### src/inc/bflc_pkg.sv
// Constants and types shared by the burst and fault latch sequencer
// What this block does
// - Control voltage under the burst stop level turns both gates off, stops the oscillator and idles.
// - From burst idle, switching resumes once the control voltage is above the restart level.
// - The pre-regulator stop output is open-collector, released except while idle in burst mode.
// - During undervoltage lockout the pre-regulator stop output stays released.
// - The high-side gate turns off when the sense voltage reaches the control-derived level.
// - A PWM latch holds the turn-off decision for the rest of the cycle.
// - A second comparator flags sense voltage above the overcurrent level for the fault logic.
// - First trip gives a warning, a clean next cycle clears it, a second consecutive trip shuts down.
// - The overcurrent shutdown stays latched until the supply drops below lockout.
// - After an overcurrent latch clears, start-up stays off until supply falls below restart level.
// - Disable input above its threshold shuts the device down at once with low consumption.
// - The disable shutdown is latched and clears only when supply drops below lockout.
// - While disable is latched, start-up cycles on and off to hold supply near the start threshold.
// - Activity stops below the lockout threshold and begins when supply reaches the start threshold.
// - Supply-good drops below the restart threshold, re-enabling start-up whatever the line input state.
package bflc_pkg;
  localparam int unsigned SYNC_STAGES = 3;
  localparam int unsigned FLAG_COUNT  = 9;
  localparam logic [3:0]  BOOT_CYCLES = 4'ha;
  // Flag positions in the comparator vector
  localparam int unsigned F_BURST_LOW  = 0;
  localparam int unsigned F_BURST_HIGH = 1;
  localparam int unsigned F_PWM_TRIP   = 2;
  localparam int unsigned F_OCP_TRIP   = 3;
  localparam int unsigned F_DISABLE    = 4;
  localparam int unsigned F_VCC_ON     = 5;
  localparam int unsigned F_VCC_UNDERVOLTAGE_LOCKOUT   = 6;
  localparam int unsigned F_VCC_REST   = 7;
  localparam int unsigned F_VCC_DROP   = 8;

  typedef enum logic [2:0] {
    BFLC_OFF   = 3'b000,
    BFLC_BOOT  = 3'b001,
    BFLC_RUN   = 3'b011,
    BFLC_BURST = 3'b010,
    BFLC_OCP   = 3'b110,
    BFLC_DIS   = 3'b111
  } bflc_state_e;

  typedef enum logic [1:0] {
    BFLC_OCP_IDLE = 2'b00,
    BFLC_OCP_WARN = 2'b01,
    BFLC_OCP_SHUT = 2'b11
  } bflc_ocp_e;
endpackage : bflc_pkg

### src/inc/bflc_flags_if.sv
// Synchronised comparator flags passed between sequencer parts
`timescale 1ns/1ps
interface bflc_flags_if;
  import bflc_pkg::*;
  logic [FLAG_COUNT-1:0] flag;
  modport src (output flag);
  modport dst (input flag);
endinterface : bflc_flags_if

### src/design/bflc_top.sv
// Burst-mode, PWM latch and latched fault sequencer of a half-bridge controller
`timescale 1ns/1ps
module bflc_top
  import bflc_pkg::*;
(
  input  wire logic mclk_in,
  input  wire logic reset_in,
  input  wire logic ce_in,
  input  wire logic osc_clock_pulse_in,
  input  wire logic comp_below_stop_in,
  input  wire logic comp_above_restart_in,
  input  wire logic sense_at_setpoint_in,
  input  wire logic sense_over_ocp_in,
  input  wire logic latched_disable_input,
  input  wire logic vcc_above_startup_in,
  input  wire logic vcc_below_undervoltage_lockout_in,
  input  wire logic vcc_below_restart_in,
  input  wire logic vcc_below_startup_less_1v_in,
  input  wire logic line_ok_in,
  output logic      high_gate_out,
  output logic      low_gate_out,
  output logic      osc_enable_out,
  output logic      low_power_out,
  output logic      preregulator_stop_output,
  output logic      preregulator_stop_oe_out,
  output logic      hv_start_enable,
  output logic      supply_good_out,
  output logic      ocp_warning_out,
  output logic      ocp_latched_out,
  output logic      disable_latched_out,
  output logic      burst_idle_out
);
  bflc_flags_if flags ();

  logic [FLAG_COUNT-1:0] raw;
  always_comb begin
    raw               = '0;
    raw[F_BURST_LOW]  = comp_below_stop_in;
    raw[F_BURST_HIGH] = comp_above_restart_in;
    raw[F_PWM_TRIP]   = sense_at_setpoint_in;
    raw[F_OCP_TRIP]   = sense_over_ocp_in;
    raw[F_DISABLE]    = latched_disable_input;
    raw[F_VCC_ON]     = vcc_above_startup_in;
    raw[F_VCC_UNDERVOLTAGE_LOCKOUT]   = vcc_below_undervoltage_lockout_in;
    raw[F_VCC_REST]   = vcc_below_restart_in;
    raw[F_VCC_DROP]   = vcc_below_startup_less_1v_in;
  end

  bflc_sync #(
    .WIDTH    (FLAG_COUNT)
  ) u_sync (
    .mclk_in  (mclk_in),
    .reset_in (reset_in),
    .ce_in    (ce_in),
    .raw_in   (raw),
    .sync_out (flags.src)
  );

  logic burst_low;
  logic burst_high;
  logic pwm_trip;
  logic ocp_trip;
  logic dis_trip;
  logic vcc_on;
  logic vcc_undervoltage_lockout;
  logic vcc_rest;
  logic vcc_drop;
  assign burst_low  = flags.flag[F_BURST_LOW];
  assign burst_high = flags.flag[F_BURST_HIGH];
  assign pwm_trip   = flags.flag[F_PWM_TRIP];
  assign ocp_trip   = flags.flag[F_OCP_TRIP];
  assign dis_trip   = flags.flag[F_DISABLE];
  assign vcc_on     = flags.flag[F_VCC_ON];
  assign vcc_undervoltage_lockout   = flags.flag[F_VCC_UNDERVOLTAGE_LOCKOUT];
  assign vcc_rest   = flags.flag[F_VCC_REST];
  assign vcc_drop   = flags.flag[F_VCC_DROP];

  // Oscillator pulse edge, same clock domain so no synchroniser
  logic osc_q;
  logic osc_edge;
  always_ff @(posedge mclk_in or posedge reset_in) begin
    if (reset_in) begin
      osc_q <= 1'b0;
    end else if (ce_in) begin
      osc_q <= osc_clock_pulse_in;
    end
  end
  assign osc_edge = osc_clock_pulse_in && !osc_q;

  // Odd/even pulse split; even starts a switching cycle
  logic phase_q;
  logic even_pulse;
  logic odd_pulse;
  assign even_pulse = osc_edge && phase_q;
  assign odd_pulse  = osc_edge && !phase_q;

  bflc_state_e state_q;
  logic [3:0]  boot_cnt_q;
  logic        ocp_shut;
  logic        ocp_warn;
  logic        switching;
  assign switching = (state_q == BFLC_RUN);

  always_ff @(posedge mclk_in or posedge reset_in) begin
    if (reset_in) begin
      phase_q <= 1'b0;
    end else if (ce_in) begin
      if (state_q != BFLC_RUN && state_q != BFLC_BOOT) begin
        phase_q <= 1'b0;
      end else if (osc_edge) begin
        phase_q <= !phase_q;
      end
    end
  end

  bflc_ocp u_ocp (
    .mclk_in        (mclk_in),
    .reset_in       (reset_in),
    .ce_in          (ce_in),
    .active_in      (switching),
    .cycle_start_in (even_pulse),
    .ocp_trip_in    (ocp_trip),
    .undervoltage_lockout_in        (vcc_undervoltage_lockout),
    .warn_out       (ocp_warn),
    .shut_out       (ocp_shut)
  );

  // Main sequencer
  always_ff @(posedge mclk_in or posedge reset_in) begin
    if (reset_in) begin
      state_q <= BFLC_OFF;
    end else if (ce_in) begin
      case (state_q)
        BFLC_OFF: begin
          if (vcc_on && !vcc_undervoltage_lockout && line_ok_in) begin
            state_q <= BFLC_BOOT;
          end
        end
        BFLC_BOOT, BFLC_RUN, BFLC_BURST: begin
          if (vcc_undervoltage_lockout) begin
            state_q <= BFLC_OFF;
          end else if (dis_trip) begin
            state_q <= BFLC_DIS;
          end else if (ocp_shut) begin
            state_q <= BFLC_OCP;
          end else if (!line_ok_in) begin
            state_q <= BFLC_OFF;
          end else if (state_q != BFLC_BURST && burst_low) begin
            state_q <= BFLC_BURST;
          end else if (state_q == BFLC_BURST && burst_high) begin
            state_q <= BFLC_BOOT;
          end else if (state_q == BFLC_BOOT && boot_cnt_q == BOOT_CYCLES) begin
            state_q <= BFLC_RUN;
          end
        end
        BFLC_OCP: begin
          if (vcc_undervoltage_lockout) begin
            state_q <= BFLC_OFF;
          end
        end
        BFLC_DIS: begin
          if (vcc_undervoltage_lockout) begin
            state_q <= BFLC_OFF;
          end
        end
        default: state_q <= BFLC_OFF;
      endcase
    end
  end

  // Bootstrap precharge: low side on for a count of oscillator pulses
  always_ff @(posedge mclk_in or posedge reset_in) begin
    if (reset_in) begin
      boot_cnt_q <= '0;
    end else if (ce_in) begin
      if (state_q != BFLC_BOOT) begin
        boot_cnt_q <= '0;
      end else if (osc_edge && boot_cnt_q != BOOT_CYCLES) begin
        boot_cnt_q <= boot_cnt_q + 4'h1;
      end
    end
  end

  // PWM latch and gate drive
  logic pwm_off_q;
  logic high_q;
  logic low_q;
  always_ff @(posedge mclk_in or posedge reset_in) begin
    if (reset_in) begin
      pwm_off_q <= 1'b1;
    end else if (ce_in) begin
      if (!switching) begin
        pwm_off_q <= 1'b1;
      end else if (even_pulse) begin
        pwm_off_q <= 1'b0;
      end else if (pwm_trip || ocp_trip || odd_pulse) begin
        pwm_off_q <= 1'b1;
      end
    end
  end

  always_ff @(posedge mclk_in or posedge reset_in) begin
    if (reset_in) begin
      high_q <= 1'b0;
      low_q  <= 1'b0;
    end else if (ce_in) begin
      if (state_q == BFLC_BOOT) begin
        high_q <= 1'b0;
        low_q  <= 1'b1;
      end else if (!switching) begin
        high_q <= 1'b0;
        low_q  <= 1'b0;
      end else if (pwm_trip || pwm_off_q || odd_pulse) begin
        high_q <= 1'b0;
        low_q  <= !osc_edge;
      end else begin
        high_q <= !osc_edge;
        low_q  <= 1'b0;
      end
    end
  end
  // Dead time is one clock at each oscillator pulse edge, whatever the pulse width; both gates drop on a pulse

  // Supply-good and start-up generator control
  logic supply_good_q;
  logic hv_q;
  logic hiccup_q;
  always_ff @(posedge mclk_in or posedge reset_in) begin
    if (reset_in) begin
      supply_good_q <= 1'b0;
    end else if (ce_in) begin
      if (vcc_rest) begin
        supply_good_q <= 1'b0;
      end else if (vcc_on) begin
        supply_good_q <= 1'b1;
      end
    end
  end

  always_ff @(posedge mclk_in or posedge reset_in) begin
    if (reset_in) begin
      hiccup_q <= 1'b0;
    end else if (ce_in) begin
      if (state_q == BFLC_OCP) begin
        hiccup_q <= 1'b1;
      end else if (vcc_rest) begin
        hiccup_q <= 1'b0;
      end
    end
  end

  always_ff @(posedge mclk_in or posedge reset_in) begin
    if (reset_in) begin
      hv_q <= 1'b1;
    end else if (ce_in) begin
      if (state_q == BFLC_DIS) begin
        if (vcc_on) begin
          hv_q <= 1'b0;
        end else if (vcc_drop) begin
          hv_q <= 1'b1;
        end
      end else if (hiccup_q || state_q == BFLC_OCP) begin
        hv_q <= 1'b0;
      end else begin
        hv_q <= !supply_good_q;
      end
    end
  end

  // pull low only in burst idle
  logic pstop_q;
  always_ff @(posedge mclk_in or posedge reset_in) begin
    if (reset_in) begin
      pstop_q <= 1'b0;
    end else if (ce_in) begin
      pstop_q <= (state_q == BFLC_BURST) && !vcc_undervoltage_lockout;
    end
  end

  assign high_gate_out            = high_q;
  assign low_gate_out             = low_q;
  assign osc_enable_out           = (state_q == BFLC_RUN) || (state_q == BFLC_BOOT);
  assign low_power_out            = !osc_enable_out;
  assign preregulator_stop_output = 1'b0;
  assign preregulator_stop_oe_out = pstop_q;
  assign hv_start_enable          = hv_q;
  assign supply_good_out          = supply_good_q;
  assign ocp_warning_out          = ocp_warn;
  assign ocp_latched_out          = (state_q == BFLC_OCP);
  assign disable_latched_out      = (state_q == BFLC_DIS);
  assign burst_idle_out           = (state_q == BFLC_BURST);
endmodule : bflc_top

### src/design/bflc_sync.sv
// Three-stage synchroniser bank for comparator flags
`timescale 1ns/1ps
module bflc_sync
  import bflc_pkg::*;
#(
  parameter int unsigned WIDTH = FLAG_COUNT
) (
  input  wire logic             mclk_in,
  input  wire logic             reset_in,
  input  wire logic             ce_in,
  input  wire logic [WIDTH-1:0] raw_in,
  bflc_flags_if.src             sync_out
);
  logic [WIDTH-1:0] s1_q;
  logic [WIDTH-1:0] s2_q;
  logic [WIDTH-1:0] s3_q;
  logic [WIDTH-1:0] flag_q;

  always_ff @(posedge mclk_in or posedge reset_in) begin
    if (reset_in) begin
      s1_q   <= '0;
      s2_q   <= '0;
      s3_q   <= '0;
      flag_q <= '0;
    end else if (ce_in) begin
      s1_q <= raw_in;
      s2_q <= s1_q;
      s3_q <= s2_q;
      // Change accepted only once stages two and three agree
      for (int i = 0; i < WIDTH; i++) begin
        if (s2_q[i] == s3_q[i]) begin
          flag_q[i] <= s3_q[i];
        end
      end
    end
  end

  assign sync_out.flag = flag_q;
endmodule : bflc_sync

### src/design/bflc_ocp.sv
// Two-strike overcurrent fault logic
`timescale 1ns/1ps
module bflc_ocp
  import bflc_pkg::*;
(
  input  wire logic mclk_in,
  input  wire logic reset_in,
  input  wire logic ce_in,
  input  wire logic active_in,
  input  wire logic cycle_start_in,
  input  wire logic ocp_trip_in,
  input  wire logic undervoltage_lockout_in,
  output logic      warn_out,
  output logic      shut_out
);
  bflc_ocp_e state_q;
  logic      trip_seen_q;
  logic      warn_cycle_q;

  // overcurrent flag recorded
  // A trip on the cycle-start edge counts for the new cycle, but is lost if the warning clears on that same edge
  always_ff @(posedge mclk_in or posedge reset_in) begin
    if (reset_in) begin
      trip_seen_q <= 1'b0;
    end else if (ce_in) begin
      if (!active_in) begin
        trip_seen_q <= 1'b0;
      end else if (cycle_start_in) begin
        trip_seen_q <= ocp_trip_in;
      end else if (ocp_trip_in) begin
        trip_seen_q <= 1'b1;
      end
    end
  end

  always_ff @(posedge mclk_in or posedge reset_in) begin
    if (reset_in) begin
      state_q <= BFLC_OCP_IDLE;
    end else if (ce_in) begin
      case (state_q)
        BFLC_OCP_IDLE: begin
          if (active_in && ocp_trip_in) begin
            state_q <= BFLC_OCP_WARN;
          end
        end
        BFLC_OCP_WARN: begin
          if (cycle_start_in && warn_cycle_q) begin
            if (trip_seen_q) begin
              state_q <= BFLC_OCP_SHUT;
            end else begin
              state_q <= BFLC_OCP_IDLE;
            end
          end
        end
        BFLC_OCP_SHUT: begin
          if (undervoltage_lockout_in) begin
            state_q <= BFLC_OCP_IDLE;
          end
        end
        default: state_q <= BFLC_OCP_IDLE;
      endcase
    end
  end

  // The warning trip itself is in the first cycle; look at the next one
  always_ff @(posedge mclk_in or posedge reset_in) begin
    if (reset_in) begin
      warn_cycle_q <= 1'b0;
    end else if (ce_in) begin
      if (state_q != BFLC_OCP_WARN) begin
        warn_cycle_q <= 1'b0;
      end else if (cycle_start_in) begin
        warn_cycle_q <= 1'b1;
      end
    end
  end

  assign warn_out = (state_q == BFLC_OCP_WARN);
  assign shut_out = (state_q == BFLC_OCP_SHUT);
endmodule : bflc_ocp

### config.mk
export PLATFORM = sky130hd
export DESIGN_NAME = bflc_top
export DESIGN_NICKNAME = d
export VERILOG_FILES = /design/src/inc/bflc_pkg.sv /design/src/inc/bflc_flags_if.sv /design/src/design/bflc_top.sv /design/src/design/bflc_sync.sv /design/src/design/bflc_ocp.sv
export SDC_FILE = /design/constraint.sdc
export NUM_CORES = 1
export LEC_CHECK = 0
export BUFFER_PORTS_ARGS = -buffer_cell sky130_fd_sc_hd__buf_2
export CORE_MARGIN = 1
export CORE_UTILIZATION = 62
export DETAILED_ROUTE_END_ITERATION = 7
export PLACE_DENSITY = 0.83
export SLEW_MARGIN = 20
export SYNTH_ARGS = -nofsm -noshare
export SYNTH_HDL_FRONTEND = slang
export SYNTH_SLANG_ARGS = --single-unit
### constraint.sdc
create_clock -name mclk_in -period 2.4 [get_ports mclk_in]
set_input_delay 0.24 -clock mclk_in [delete_from_list [all_inputs] [get_ports mclk_in]]
set_output_delay 0.24 -clock mclk_in [all_outputs]
set_load 0.01 [all_outputs]
# After elaboration in Yosys (flattened, before gate mapping)

Cells that the tools add are included.

Register bits after elaboration: 56
Bits of input ports: 14
Logic and storage cells: 152

$add $sub $neg: 1
Reductions and logical operators: 53
Equal/unequal tests: 31
Mux-type cells: 41

Operator list:

| kind                  | count |
|---|---|
| $reduce_and A2 Y1     | 17 |
| $mux W3               | 9 |
| $mux W1               | 24 |
| $logic_and A1 B1 Y1   | 13 |
| $ne A2 B1 Y1 const B  | 5 |
| $reduce_bool A2 Y1    | 5 |
| $eq A1 B1 Y1          | 9 |
| $pmux W3 S3           | 1 |
| $mux W2               | 4 |
| $mux W4               | 2 |
| $ne A8 B6 Y1 const B  | 1 |
| $reduce_and A4 Y1     | 2 |
| $eq A3 B2 Y1 const B  | 2 |
| $eq A3 B3 Y1 const B  | 2 |
| $logic_not A1 Y1      | 6 |
| $logic_or A1 B1 Y1    | 6 |
| $ne A3 B1 Y1 const B  | 2 |
| $ne A3 B2 Y1 const B  | 2 |
| $ne A3 B3 Y1 const B  | 2 |
| $pmux W2 S3           | 1 |
| $add A4 B1 Y4 const B | 1 |
| $eq A4 B4 Y1 const B  | 1 |
| $ne A4 B4 Y1 const B  | 1 |
| $eq A3 B1 Y1 const B  | 1 |
| other kinds (7)       | 7 |

# Logic depth before layout (Yosys ltp)

Word-level depth: 10
Mapped depth: 6
Mapped depth without buffers: 6

# Modules after synthesis

From an unflattened synthesis, not the netlist that was laid out.

Cell total of the unflattened synthesis: 229
Area, all modules: 2680.1 um^2

Modules (own cells, without submodules):

| module    | area an instance (um^2) | instances | cells each | sequential area each (um^2) |
|---|---|---|---|---|
| bflc_sync | 1472.7                  | 1         | 98         | 900.9 |
| bflc_top  | 980.9                   | 1         | 106        | 402.9 |
| bflc_ocp  | 226.5                   | 1         | 25         | 100.1 |

# Least setup slack after synthesis

OpenSTA, ideal clock, no wires.

Path type: register to register
Start: reg state_q[0]
End: reg state_q[0]
Period minus slack after synthesis: 1.620 ns
Buffers on the path: 1
Library setup time: 0.125 ns
Cell stages (with the launch flop): 6
Arrival: 1.495 ns
Setup slack: 0.780 ns
Cells stage by stage: dfrtp_1 > buf_6 > nor3b_2 > nor2_1 > o31ai_4 > mux2_4

Word-level cells in the longest chain between the ends: 9

Ends and longest elaborated chain:

| element                  | RTL line        | text |
|---|---|---|
| start, declared          | bflc_top.sv:97  | `bflc_state_e state_q;` |
| start signal, assigned   | bflc_top.sv:131 | `state_q <= BFLC_OFF;` |
| start signal, assigned   | bflc_top.sv:136 | `state_q <= BFLC_BOOT;` |
| start signal, assigned   | bflc_top.sv:141 | `state_q <= BFLC_OFF;` |
| $eq A3 B2 Y1 (*)         | n/a             |  |
| named net burst_idle_out | bflc_top.sv:31  | `output logic burst_idle_out` |
| $logic_and A1 B1 Y1      | bflc_top.sv:150 | `end else if (state_q == BFLC_BURST && burst_high) begin` |
| $mux W3                  | bflc_top.sv:150 |  |
| $mux W3                  | bflc_top.sv:148 | `end else if (state_q != BFLC_BURST && burst_low) begin` |
| $mux W3                  | bflc_top.sv:146 | `end else if (!line_ok_in) begin` |
| $mux W3                  | bflc_top.sv:144 | `end else if (ocp_shut) begin` |
| $mux W3                  | bflc_top.sv:142 | `end else if (dis_trip) begin` |
| $mux W3                  | bflc_top.sv:140 | `if (vcc_undervoltage_lockout) begin` |
| $pmux W3 S3              | bflc_top.sv:133 | `case (state_q)` |

Mark *: on every way through the listed nets, which the timed path passes. The rest lies on a longest branch.
A chain may end at the register's enable or synchronous reset.

# Final worst setup path

Start: reg state_q[0]
End: out low_power_out

Word-level cells in the longest chain between the ends: 3

Ends and longest elaborated chain:

| element                                      | RTL line        | text |
|---|---|---|
| $eq A3 B2 Y1 or $eq A3 B1 Y1 (tied branches) | bflc_top.sv:282 | `assign osc_enable_out = (state_q == BFLC_RUN) \|\| (state_q == BFLC_BOOT);` |
| $logic_or A1 B1 Y1 (*)                       | bflc_top.sv:282 |  |
| $logic_not A1 Y1 (*)                         | bflc_top.sv:283 | `assign low_power_out = !osc_enable_out;` |
| end, declared                                | bflc_top.sv:23  | `output logic low_power_out,` |

Every way passes the cells marked *; elsewhere a longest branch is shown, timed or not.

==> summary.md <==
| Metric | Value |
|---|---|
| Sw Share | `0.332` |
| Worst EP required | `2160 ps` |
| Setup clock skew after layout | `7.18 ps` |
| Register bit total from synthesis | `56` |
| Resized Gates After CTS | `0` |
| Vias per cell | `~5.7` |
| CTS HTree Levels | `2` |
| Vias in the first global route | `1701` |
| Critical Path Start Type | `flip-flop` |
| Global router's overall resource usage | `0.233` |
| Synthesized cell area | `around 2600 sq um` |
| Proportion of power drawn by the clock network | `0.213` |
| Detail-routed net length per standard cell | `between 10 and 15 um` |
| CTS root buffer | `clkbuf_8` |
| Antenna Nets Post-Route | `0` |
| Count of endpoints failing setup in the final report | `0` |
| Std-Cell Rows | `23` |
| Count of endpoints failing hold in the final timing report | `0` |
| Leak | `1.30 nW` |
| Chip height | `66.6 um` |
| Leading register cell type out of synthesis | `dfrtp_1` |
| Length of the first detailed-routing pass in iterations | `6` |
| Class of the most critical setup path | `reg -> out` |
| Total count of max-transition violations in the final report | `0` |
| Chip Width | `66.6 um` |
| Latest clock arrival within the worst-skew pair | `just over 300 ps` |
| RePlAce Congestion | `0.863` |
| Hold crit path type | `in -> reg` |
| Placed cell area | `2730 sq um` |
| Most area-hungry cell type in the Yosys netlist | `dfrtp_1` |
| Number of library cell types mapped by synthesis | `46` |
| Largest buffer count on any clock path | `2` |
| Area inside the core boundary | `4000 sq um` |
| Setup_tns | `0 ps` |
| Clk slew on worst S/H paths | `90 ps` |
| Nets | `281` |
| Largest net degree at the start of global routing | `31` |
| Power Dens Cells | `964 nW/um^2` |
| Initial Util | `0.647` |
| Share of cells above drive strength 1 | `0.253` |
| Number of remaining DRC errors | `0` |
| Synth async-reset ratio | `1.00` |
| Sequential area share after synthesis | `0.542` |
| Fraction of post-synthesis cell area in the top cell type by area | `0.522` |
| Net switching power | `a little over 900 uW` |
| Global-route wire length before repair | `roughly 7600 um` |
| P&R area growth vs syn | `9.61%` |
| Clock tree from TritonCTS | `built` |
| Number of diodes | `0` |
| I/O Pins | `26` |
| Detailed Place HPWL | `roughly 3200 um` |
| Biggest area contributors in the synthesized netlist | `dfrtp_1, mux2_2, o21ai_0` |
| Final period utilization | `0.725` |
| Inserted Clock Buffers | `5` |
| Finished Cell Area | `between 2000 and 3000 sq um` |
| Maximum fanout along the worst path | `11` |
| Initial antenna violation count | `0` |
| Final critical delay including setup and external delays | `1740 ps` |
| Sequential share of power | `0.508` |
| Clk sinks | `56` |
| Synthesized instance count | `roughly 240` |
| Post-synth EDFFs | `0` |
| Outcome | `finished, final reports clean` |
| Number of violations reported at the end of detailed-routing iteration 0 | `156` |
| Number of nets produced by synthesis | `258` |
| Post-Syn Area per Cell | `10.7 sq um` |
| Total via count in the routed design | `1791` |
| Count of buffers from port buffering | `24` |
| Tightest slew margin relative to the limit | `0.658` |
| Arrival time of the worst setup path | `around 1500 ps` |
| Die outline area | `roughly 4400 sq um` |
| Number of violations of the max-capacitance limit | `0` |
| Tightest Pin Transition | `513 ps` |
| Crit end category | `output pin` |
| Worst-case vdd ir drop | `0.606 mV` |
| Share of total power in combinational logic | `0.279` |
| Maximum operating frequency | `0.575 GHz` |
| Internal power component | `between 1.5 and 2 mW` |
| Setup repair after global routing missed its margin | `false` |
| Count of yosys warnings during synthesis | `0` |
| Residual overflow from global routing | `0` |
| Final routed wirelength across all metal layers | `4520 um` |
-- registers in the layout, summed over array words and instances (netlist names) --
| register | count |
|---|---|
| u_sync.s1_q | 9 |
| u_sync.s2_q | 9 |
| u_sync.s3_q | 9 |
| u_sync.sync_out.flag | 9 |
| boot_cnt_q | 4 |
| state_q | 3 |
| u_ocp.state_q | 2 |
| hiccup_q | 1 |
| high_gate_out | 1 |
| hv_start_enable | 1 |
| low_gate_out | 1 |
| osc_q | 1 |
| phase_q | 1 |
| preregulator_stop_oe_out | 1 |
| pwm_off_q | 1 |
| supply_good_out | 1 |
| u_ocp.trip_seen_q | 1 |
| u_ocp.warn_cycle_q | 1 |
-- logic make-up (layout without fill, tap and decap cells) --
group,Yosys count,in the layout,synth area share
AOI/OAI and AO/OA,73,73,0.172
buffers and inverters,34,57,0.0613
adders and majority gates,2,2,0.00966
and+or+nand+nor,53,53,0.111
muxes,22,22,0.0986
DFF,56,56,0.542
xor gates and xnor gates,1,1,0.00338
other,1,1,0.00145
-- repair_timing --
item,4_1_cts,5_1_grt
hold buffers,1,0
endpoints found under the setup margin,0,0
setup buffers,0,0
endpoints found under the hold margin,15,0
-- metal layers --
layer,up-vias,track usage,routed length [um]
met2,35,0.386,2220
met1,869,0.305,2080
li1,880,-,-
met3,7,0.0462,156
met5,-,0,0
met4,0,0.0798,65
-- layout by cell type, fill, tap and decap left out, drive strengths merged, types with 3 or more instances in the layout --
cell type,instances
nor2,10
o21ai,39
nand3,3
nor2b,5
inv,20
nor3,3
mux2,22
nand2,16
buf,29
clkbuf,6
dfrtp,54
a21oi,19
-- cell usage after synthesis, types with 2 or more instances --
cell,instances
mux2_4,2
nor3_1,3
and4_1,2
a31oi_1,2
a22o_1,2
o21ai_0,38
nand3_1,3
nand2_1,16
mux2_2,20
nand3b_1,2
ha_1,2
dfstp_2,2
nor2b_1,5
o2bb2ai_1,2
buf_4,2
dfrtp_1,54
buf_6,3
nor2_1,10
clkbuf_1,8
inv_1,20
a21oi_1,19
-- layout make-up --
cell class              instances  area, sq um
repair buffers                 30          168
inverters                      20         75.1
clock inverters                 1         30.0
multi-input cells             152         1030
clock buffers                   6         72.6
fillers                       306         1160
well taps                      50         62.6
flip-flops and latches         56         1400
-- through the flow --
step	hold slack (ps)	utilization	setup WS (ps)	total power [mW]	std cells
finish	159	0.710	661	2.74	315
floorplan	392	-	780	1.98	242
global route	148	0.710	563	2.91	315
detailed placement	238	0.682	715	2.17	307
global placement	235	0.682	759	2.12	307
CTS	150	0.710	668	2.76	315
-- power by group through the flow --
stage                     Combinational [mW]  Clock [mW]  Sequential [mW]
after global placement                 0.734           0             1.39
after detailed placement               0.765           0             1.41
final                                  0.763       0.583             1.39
after CTS                              0.767       0.602             1.39
after floorplan                        0.655           0             1.32
after global routing                   0.852       0.634             1.43
-- worst paths after layout --
| kind | from | slack [ps] | depth (start not counted) | endpoint |
|---|---|---|---|---|
| hold / removal | sense_at_setpoint_in | 160 | 2 | u_sync.s1_q[2] |
| setup reg to reg | state_q[2] | 690 | 4 | state_q[2] |
| max in group asynchronous | reset_in | 1290 | 4 | hv_start_enable |
| min in group asynchronous | reset_in | 440 | 3 | u_sync.s2_q[2] |
| hold reg to reg | hv_start_enable | 470 | 2 | hv_start_enable |
| setup / recovery | state_q[0] | 660 | 3 | low_power_out |
-- critical path, cell delays in order (launching register included) --
cell and delay [ps]:
dfrtp_1 540, nor2b_1 410, inv_1 90, buf_2 150
Power figures use the tool's default switching activity.
